<file path="src/shared/idpei_defs.svh">
/*
 * Constants of the ID pin event block: register addresses, field positions,
 * masks, reset values and conversion timing.
 * Assumes a 10 MHz register clock and is included by bare name.
 */
`ifndef IDPEI_DEFS_SVH
`define IDPEI_DEFS_SVH

// Register addresses
`define IDPEI_A_EN_WR   8'h1D
`define IDPEI_A_EN_SET  8'h1E
`define IDPEI_A_EN_CLR  8'h1F
`define IDPEI_A_STAT    8'h20
`define IDPEI_A_LAT     8'h21
`define IDPEI_A_VEN_WR  8'h36
`define IDPEI_A_VEN_SET 8'h37
`define IDPEI_A_VEN_CLR 8'h38
`define IDPEI_A_IMM_TOP 8'h3F

// Writable bits
`define IDPEI_EN_MASK   8'h23
`define IDPEI_VEN_MASK  8'h70

// Field positions
`define IDPEI_B_RISE    0
`define IDPEI_B_FALL    1
`define IDPEI_B_RIRQ    5
`define IDPEI_B_VGO     4
`define IDPEI_B_VIRQ    6
`define IDPEI_B_ID      0
`define IDPEI_B_SDONE   6
`define IDPEI_B_SCODE   3
`define IDPEI_B_VDONE   3
`define IDPEI_B_LID     0
`define IDPEI_B_LCONV   3

// Reset values
`define IDPEI_RST       8'h00
`define IDPEI_OFF       1'h0
`define IDPEI_ON        1'h1
`define IDPEI_CODE_RST  3'h0

// Conversion timing
`define IDPEI_CONV_NS   282000
`define IDPEI_CLK_NS    100
`define IDPEI_CONV_CYC  (`IDPEI_CONV_NS / `IDPEI_CLK_NS)
`define IDPEI_CNT_W     12

`endif

</file>
<file path="src/shared/idpei_pkg.sv">
/*
 * Types of the ID pin event block.
 * Assumes nothing beyond a SystemVerilog compiler.
 */
package idpei_pkg;

    typedef enum logic {IDPEI_IDLE, IDPEI_BUSY} idpei_conv_state_type;

    typedef logic [7:0] idpei_byte_type;

endpackage

</file>
<file path="src/verilog/idpei_conv.sv">
/*
 * Resistor conversion timer: runs a fixed-length conversion after a start
 * pulse and captures the resistor code at its end.
 * Assumes the code pins come from the analogue converter, asynchronous to clk.
 */
`timescale 1ns/1ns
`include "idpei_defs.svh"

module idpei_conv
(
    // Clock and reset
    input  wire logic       clk,
    input  wire logic       rst_n,
    // Control
    input  wire logic       start,
    output logic            finish,
    // Resistor code
    input  wire logic [2:0] code_pin,
    output logic [2:0]      code
);
    import idpei_pkg::*;

    localparam logic [`IDPEI_CNT_W-1:0] LAST_CNT = `IDPEI_CNT_W'(`IDPEI_CONV_CYC - 1);

    idpei_conv_state_type          state;
    idpei_conv_state_type          next_state;
    logic [`IDPEI_CNT_W-1:0]       cnt;
    logic [2:0]                    code_s1;
    logic [2:0]                    code_s2;
    logic [2:0]                    code_s3;
    logic [2:0]                    code_stable;
    wire                           at_end;

    // Code synchroniser, change taken once stages two and three agree
    always_ff @(posedge clk or negedge rst_n)
    begin
        if (!rst_n)
        begin
            code_s1     <= `IDPEI_CODE_RST;
            code_s2     <= `IDPEI_CODE_RST;
            code_s3     <= `IDPEI_CODE_RST;
            code_stable <= `IDPEI_CODE_RST;
        end
        else
        begin
            code_s1 <= code_pin;
            code_s2 <= code_s1;
            code_s3 <= code_s2;
            if (code_s2 == code_s3)
                code_stable <= code_s3;
        end
    end

    assign at_end = (state == IDPEI_BUSY) && (cnt == LAST_CNT);

    always_comb
    begin
        next_state = state;
        unique case (state)
            IDPEI_IDLE: if (start) next_state = IDPEI_BUSY;
            IDPEI_BUSY: if (at_end) next_state = IDPEI_IDLE;
        endcase
    end

    // Fixed conversion length
    always_ff @(posedge clk or negedge rst_n)
    begin
        if (!rst_n)
        begin
            state  <= IDPEI_IDLE;
            cnt    <= '0;
            finish <= `IDPEI_OFF;
            code   <= `IDPEI_CODE_RST;
        end
        else
        begin
            state  <= next_state;
            cnt    <= (state == IDPEI_BUSY) ? cnt + 1'b1 : '0;
            finish <= at_end;
            if (at_end)
                code <= code_stable;
        end
    end
endmodule

</file>
<file path="src/verilog/idpei_top.sv">
/*
 * ID pin event block: enable, live status and read-clear latch registers,
 * resistor conversion register, and alt_int flag for the next RXCMD byte.
 * Assumes a register access port decoded from ULPI register commands and an
 * RXCMD builder that pulses rxcmd_sent when it sends a byte.
 */
`timescale 1ns/1ns
`include "idpei_defs.svh"

// Behaviour
// - Enable at three addresses: write, set, clear
// - Enabled open-going ID change raises alt_int
// - Enabled closing ID change raises alt_int
// - Unused kit and D+ bits read zero
// - Conversion interrupt enable ORed with vendor enable
// - Status read-only, bit 0 live open ID
// - Status bits 5:3 hold resistor code
// - Done flag set after 282 us conversion
// - Only vendor register read clears done
// - Latch read-only, cleared by reading it
// - Latch bit 0 on enabled ID change
// - Latch bit 3 on done rising, enabled
// - Immediate registers reachable by extended address
// - Go bit starts conversion, clears at end
module idpei_top
(
    // Clock and reset
    input  wire logic                clk,
    input  wire logic                rst_n,
    // Register access
    input  wire logic                reg_ext,
    input  wire logic [7:0]          reg_addr,
    input  wire logic                reg_wr,
    input  wire logic                reg_rd,
    input  wire idpei_pkg::idpei_byte_type reg_wdata,
    output idpei_pkg::idpei_byte_type      reg_rdata,
    output logic                     reg_rvalid,
    // Analogue side
    input  wire logic                id_open_pin,
    input  wire logic [2:0]          id_code_pin,
    output logic                     resistor_read_go,
    // RXCMD side
    input  wire logic                rxcmd_sent,
    output logic                     alt_int
);
    import idpei_pkg::*;

    idpei_byte_type  id_event_enable;
    idpei_byte_type  id_event_latch;
    idpei_byte_type  ven_ctrl;
    idpei_byte_type  id_event_status;
    idpei_byte_type  ven_read;
    idpei_byte_type  rd_mux;
    logic            id_s1;
    logic            id_s2;
    logic            id_s3;
    logic            id_open_status;
    logic            resistor_read_done;
    logic [2:0]      id_resistor_code;
    logic            conv_finish;

    // Address decode
    wire [7:0] eff_addr = reg_ext ? reg_addr : {2'h0, reg_addr[5:0]};
    wire       hit_imm  = eff_addr <= `IDPEI_A_IMM_TOP;
    wire       en_wr    = reg_wr && (eff_addr == `IDPEI_A_EN_WR);
    wire       en_set   = reg_wr && (eff_addr == `IDPEI_A_EN_SET);
    wire       en_clr   = reg_wr && (eff_addr == `IDPEI_A_EN_CLR);
    wire       ven_wr   = reg_wr && (eff_addr == `IDPEI_A_VEN_WR);
    wire       ven_set  = reg_wr && (eff_addr == `IDPEI_A_VEN_SET);
    wire       ven_clr  = reg_wr && (eff_addr == `IDPEI_A_VEN_CLR);
    wire       rd_en    = (eff_addr >= `IDPEI_A_EN_WR) && (eff_addr <= `IDPEI_A_EN_CLR);
    wire       rd_ven   = (eff_addr >= `IDPEI_A_VEN_WR) && (eff_addr <= `IDPEI_A_VEN_CLR);
    wire       rd_stat  = eff_addr == `IDPEI_A_STAT;
    wire       rd_lat   = eff_addr == `IDPEI_A_LAT;
    wire       lat_rd   = reg_rd && rd_lat;
    wire       ven_rd   = reg_rd && rd_ven;

    // Write, set and clear with unused and reserved bits held at zero
    wire [7:0] en_bits = reg_wdata & `IDPEI_EN_MASK;
    wire [7:0] next_enable = en_wr  ? en_bits :
                             en_set ? (id_event_enable | en_bits) :
                             en_clr ? (id_event_enable & ~en_bits) : id_event_enable;

    wire [7:0] ven_bits = reg_wdata & `IDPEI_VEN_MASK;
    wire [7:0] ven_sw   = ven_wr  ? ven_bits :
                          ven_set ? (ven_ctrl | ven_bits) :
                          ven_clr ? (ven_ctrl & ~ven_bits) : ven_ctrl;
    wire       go_start = (ven_wr | ven_set) && reg_wdata[`IDPEI_B_VGO]
                          && !resistor_read_go;

    // Go bit clears at completion unless software sets it again
    wire [7:0] next_ven = (conv_finish && !go_start)
                          ? (ven_sw & ~(8'h01 << `IDPEI_B_VGO)) : ven_sw;

    // ID change seen once stages two and three agree
    wire id_change = (id_s2 == id_s3) && (id_s3 != id_open_status);
    wire id_rise   = id_change && id_s3;
    wire id_fall   = id_change && !id_s3;

    // Interrupt enable from either register
    wire resistor_read_irq_en = id_event_enable[`IDPEI_B_RIRQ] | ven_ctrl[`IDPEI_B_VIRQ];
    wire done_set  = conv_finish && !resistor_read_done;
    wire lat0_set  = (id_rise && id_event_enable[`IDPEI_B_RISE]) ||
                     (id_fall && id_event_enable[`IDPEI_B_FALL]);
    wire lat3_set  = done_set && resistor_read_irq_en;
    wire any_event = lat0_set || lat3_set;

    // Latch, set wins over read clear
    wire next_lat0 = lat0_set || (id_event_latch[`IDPEI_B_LID] && !lat_rd);
    wire next_lat3 = lat3_set || (id_event_latch[`IDPEI_B_LCONV] && !lat_rd);

    // Done flag, only a vendor register read clears it
    wire next_done = conv_finish || (resistor_read_done && !ven_rd);

    // alt_int held for the next RXCMD byte
    wire next_alt  = any_event || (alt_int && !rxcmd_sent);

    // Status view
    assign id_event_status = {1'h0, resistor_read_done, id_resistor_code, 2'h0, id_open_status};
    assign ven_read = {ven_ctrl[7:4], resistor_read_done, id_resistor_code};

    assign rd_mux = !hit_imm && !reg_ext ? `IDPEI_RST :
                    rd_en   ? id_event_enable :
                    rd_stat ? id_event_status :
                    rd_lat  ? id_event_latch :
                    rd_ven  ? ven_read : `IDPEI_RST;

    // ID pin synchroniser
    always_ff @(posedge clk or negedge rst_n)
    begin
        if (!rst_n)
        begin
            id_s1          <= `IDPEI_OFF;
            id_s2          <= `IDPEI_OFF;
            id_s3          <= `IDPEI_OFF;
            id_open_status <= `IDPEI_OFF;
        end
        else
        begin
            id_s1 <= id_open_pin;
            id_s2 <= id_s1;
            id_s3 <= id_s2;
            if (id_change)
                id_open_status <= id_s3;
        end
    end

    // Registers
    always_ff @(posedge clk or negedge rst_n)
    begin
        if (!rst_n)
        begin
            id_event_enable    <= `IDPEI_RST;
            ven_ctrl           <= `IDPEI_RST;
            id_event_latch     <= `IDPEI_RST;
            resistor_read_done <= `IDPEI_OFF;
            alt_int            <= `IDPEI_OFF;
        end
        else
        begin
            id_event_enable    <= next_enable;
            ven_ctrl           <= next_ven;
            id_event_latch     <= {4'h0, next_lat3, 2'h0, next_lat0};
            resistor_read_done <= next_done;
            alt_int            <= next_alt;
        end
    end

    // Read port
    always_ff @(posedge clk or negedge rst_n)
    begin
        if (!rst_n)
        begin
            reg_rdata  <= `IDPEI_RST;
            reg_rvalid <= `IDPEI_OFF;
        end
        else
        begin
            reg_rvalid <= reg_rd;
            if (reg_rd)
                reg_rdata <= rd_mux;
        end
    end

    // Conversion request line
    always_ff @(posedge clk or negedge rst_n)
    begin
        if (!rst_n)
            resistor_read_go <= `IDPEI_OFF;
        else
            resistor_read_go <= next_ven[`IDPEI_B_VGO];
    end

    idpei_conv u_conv
    (
        .clk      (clk),
        .rst_n    (rst_n),
        .start    (go_start),
        .finish   (conv_finish),
        .code_pin (id_code_pin),
        .code     (id_resistor_code)
    );

    // Cycles since the last start, for the conversion cover
    logic [`IDPEI_CNT_W-1:0] conv_age;

    always_ff @(posedge clk or negedge rst_n)
    begin
        if (!rst_n)
            conv_age <= '0;
        else if (go_start)
            conv_age <= '0;
        else if (resistor_read_go)
            conv_age <= conv_age + 1'b1;
    end
endmodule

</file>
<file path="config.mk">
export PLATFORM = sky130hd
export DESIGN_NAME = idpei_top
export DESIGN_NICKNAME = d
export VERILOG_FILES = /design/src/shared/idpei_pkg.sv /design/src/verilog/idpei_conv.sv /design/src/verilog/idpei_top.sv
export VERILOG_INCLUDE_DIRS = /design/src /design/src/shared
export SDC_FILE = /design/constraint.sdc
export NUM_CORES = 1
export LEC_CHECK = 0
export ABC_CLOCK_PERIOD_IN_PS = 2900
export BUFFER_PORTS_ARGS = -buffer_cell sky130_fd_sc_hd__clkbuf_2
export CAP_MARGIN = 20
export CELL_PAD_IN_SITES_DETAIL_PLACEMENT = 0
export CELL_PAD_IN_SITES_GLOBAL_PLACEMENT = 1
export CORE_ASPECT_RATIO = 1.4
export CORE_MARGIN = 8
export CORE_UTILIZATION = 35
export CTS_BUF_LIST = sky130_fd_sc_hd__clkbuf_8
export DETAILED_ROUTE_END_ITERATION = 10
export PLACE_DENSITY_LB_ADDON = 0.3
export SLEW_MARGIN = 40
export SYNTH_ARGS = -nofsm -noshare
export SYNTH_HDL_FRONTEND = slang
export SYNTH_SLANG_ARGS = --single-unit
</file>
<file path="constraint.sdc">
create_clock -name clk -period 2.9 [get_ports clk]
set_clock_uncertainty 0.05 [all_clocks]
set_input_delay 0.58 -clock clk [delete_from_list [all_inputs] [get_ports clk]]
set_output_delay 0.58 -clock clk [all_outputs]
set_load 0.01 [all_outputs]
</file>
==> impl_metrics.csv <==
group,metric,value,unit
drt,route.detailed.drc,0,
sta,post-route-period-util,65.9,%
drt,wl_per_cell,15.1,um
drt,wl,4760,um
cts,clk-insertion-delay-late,290,ps
power,p_clk_share,28.8,%
drt,vias_per_cell,5.34,
yosys,synthCells,207,
layout,synthToLayoutAreaGrowth,12.5,%
drt,postRouteAntennaNets,0,
placed_design,dp_hpwl,3510,um
layout,drive_above_1_share,23.6,%
floorplan,die_area,9560,sq um
sta,finalSetupTns,0,ps
floorplan,start_util,35.7,%
min_path,hp-class,"reg -> reg",
yosys,synth_cell_types,46,
worst_setup_path,worstPathCellList,"clkbuf_2 > or4b_4 > a211oi_2 > buf_4 > o211ai_1 > a22o_1",
layout,fillers,661,
sta,hold_ws,303,ps
power,powerDensity,512,nW/um^2
cts,cts_num_sinks,52,
worst_setup_path,crit_fanout,11,
grt,antenna_found_initial,0,
cts,cts_made_buffers,5,
yosys,async_flop_share,100,%
yosys,synth_edf_count,0,
floorplan,die_h,113,um
cts,ctsLongestPathBuffers,2,
worst_setup_path,startpoint_type,"primary input",
job,drv_cap,0,
worst_setup_path,max_stage_delay,550,ps
yosys,ys_warn_count,0,
cts,cts_hold_buf,0,
cts,cts_resized,0,
worst_setup_path,r2r_slack,1220,ps
grt,grt-ovfl-total,0,
sta,slew_violations,0,
placed_design,gp_congestion,0.772,
yosys,syn_area,2330,sq um
yosys,syn-num-nets,234,
grt,grt_usage,10.7,%
power,peakVddDrop,0.193,mV
yosys,ys_ff_latch,52,
grt,grt_max_degree,53,
drt,drtIter0Drc,52,
cts,cts_tree,"yes",
yosys,synth.yosys.seq_area_share,55.9,%
grt,grt_pass1_wl,8340,um
worst_setup_path,worstPathRequired,3040,ps
power,sw_frac_of_total,25.2,%
worst_setup_path,cp.arrival,2050,ps
sta,finalHoldViolCount,0,
layout,nets,269,
sta,tightest_slew,649,ps
drt,drt_first_pass_iters,4,
power,p_leak,1.21,nW
drt,vias,1687,
layout,mostFrequentLayoutCells,"52 x dfrtp_1, 33 x clkbuf_2, 13 x nand2_1, 13 x nor2_1, 10 x inv_1",
floorplan,rows,35,
power,p_int,1.00,mW
cts,postCtsSetupBuffers,0,
sta,finalSetupViolations,0,
grt,grt_pass1_vias,1690,
sta,grt_setup_unrepaired,"false",
yosys,synthFlopType,"dfrtp_1",
yosys,postSynthAreaPerCell,11.3,sq um
floorplan,core-area,6530,sq um
worst_setup_path,cp_slowest_cell,"or4b_4",
power,pwr-share-seq,60.9,%
worst_setup_path,crit_type,"in -> reg",
cts,cts_max_level,2,
floorplan,pin_count,37,
sta,slew_headroom,56.8,%
placed_design,port_buffers,33,
floorplan,die_w,85.0,um
cts,cts-root-buf,"clkbuf_8",
power,power.switching,338,uW
worst_setup_path,crit_path_end_kind,"register",
sta,fin_crit,1910,ps
layout,final_common_cell,"dfrtp_1",
power,power_frac_comb,10.4,%
cts,clkTransAtPathRegs,90,ps
run_status,status,"finished clean",
layout,diodes,0,
sta,fmax,0.524,GHz
-- layer usage --
layer | wire length [um] | track usage [%]
met1 | 2040 | 12.3
met3 | 223 | 3.14
met2 | 2390 | 18.0
met5 | 0 | 0
met4 | 110 | 4.30
-- sequential cells by signal (all words and copies together), names as in the netlist --
signal and cells:
u_conv.code_s1 3, id_event_enable 3, u_conv.code_s3 3, ven_ctrl 3
u_conv.finish 1, id_s1 1, alt_int 1, u_conv.cnt 12
id_event_latch 2, u_conv.state 1, id_s3 1, id_s2 1
u_conv.code_stable 3, reg_rdata 8, u_conv.code_s2 3, u_conv.code 3
id_open_status 1, reg_rvalid 1, resistor_read_done 1
-- power groups by stage --
stage | registers [mW] | clock network [mW] | logic [mW]
6_report | 0.817 | 0.386 | 0.139
5_1_grt | 0.826 | 0.428 | 0.158
4_1_cts | 0.819 | 0.407 | 0.142
3_5_place_dp | 0.833 | 0 | 0.140
3_3_place_gp | 0.832 | 0 | 0.138
2_1_floorplan | 0.820 | 0 | 0.0867
-- worst max-delay path, delay by kind of cell --
kind / cells / cell delay (ps)
AOI/OAI and AO/OA: 3 / 520
and+or+nand+nor: 1 / 550
buffers and inverters: 2 / 400
-- worst paths after layout --
check                                               to  cells past startpoint                   startpoint
max                            ven_ctrl[5]$_DFFE_PN0P_                      6                  reg_addr[0]
min                        u_conv.code_s2[2]$_DFF_PN0_                      0  u_conv.code_s1[2]$_DFF_PN0_
max reg2reg                 u_conv.code[1]$_DFFE_PN0P_                      4       u_conv.state$_DFF_PN0_
min reg2reg                u_conv.code_s2[2]$_DFF_PN0_                      0  u_conv.code_s1[2]$_DFF_PN0_
max in group asynchronous      u_conv.cnt[7]$_DFF_PN0_                      2                        rst_n
min in group asynchronous  u_conv.code_s1[2]$_DFF_PN0_                      2                        rst_n
-- kinds of logic (layout without fill, tap and decap cells) --
group	after synthesis	count (layout)	share of synthesized area, %
flip-flops	52	52	55.9
AO/OA/AOI/OAI	44	44	13.5
multiplexers	9	9	4.24
AND/OR/NAND/NOR	74	74	17.7
adder cells (fa/ha/maj)	1	1	0.537
buffers and inverters	17	52	4.35
XOR/XNOR	10	10	3.76
-- cells in the mapped netlist (3+ instances only) --
cell type	number	area, sq um
a21oi_1	4	20.0
a22o_1	5	43.8
a22oi_1	3	22.5
and2_1	7	43.8
buf_6	3	33.8
dfrtp_1	52	1300
inv_1	10	37.5
mux2_2	7	78.8
nand2_1	13	48.8
nand2b_1	3	18.8
nand3_1	8	40.0
nand4b_1	3	26.3
nor2_1	13	48.8
nor3_1	6	30.0
nor4_1	6	37.5
o211ai_1	6	45.0
o21ai_0	9	45.0
o22ai_1	4	25.0
or3_1	3	18.8
xnor2_1	4	35.0
xor2_1	6	52.6
-- final cells by class --
class | count | area (sq um) | area share (%)
clock buffer | 5 | 68.8 | 2.63
clock inverter | 2 | 12.5 | 0.478
inverter | 10 | 37.5 | 1.43
multi-input combinational | 138 | 927 | 35.4
sequential | 52 | 1300 | 49.7
tap | 74 | 92.6 | 3.53
timing repair buffer | 35 | 180 | 6.88
-- stage by stage --
stage	std cells	total power, mW	utilization [%]	worst slack (ps)	instance area, sq um
2_1_floorplan	207	0.907	-	839	2330
3_3_place_gp	309	0.970	38.9	682	2540
3_5_place_dp	309	0.973	38.9	678	2540
4_1_cts	316	1.37	40.2	993	2620
5_1_grt	316	1.41	40.2	859	2620
6_report	316	1.34	40.2	990	2620
Power figures use the tool's default switching activity.
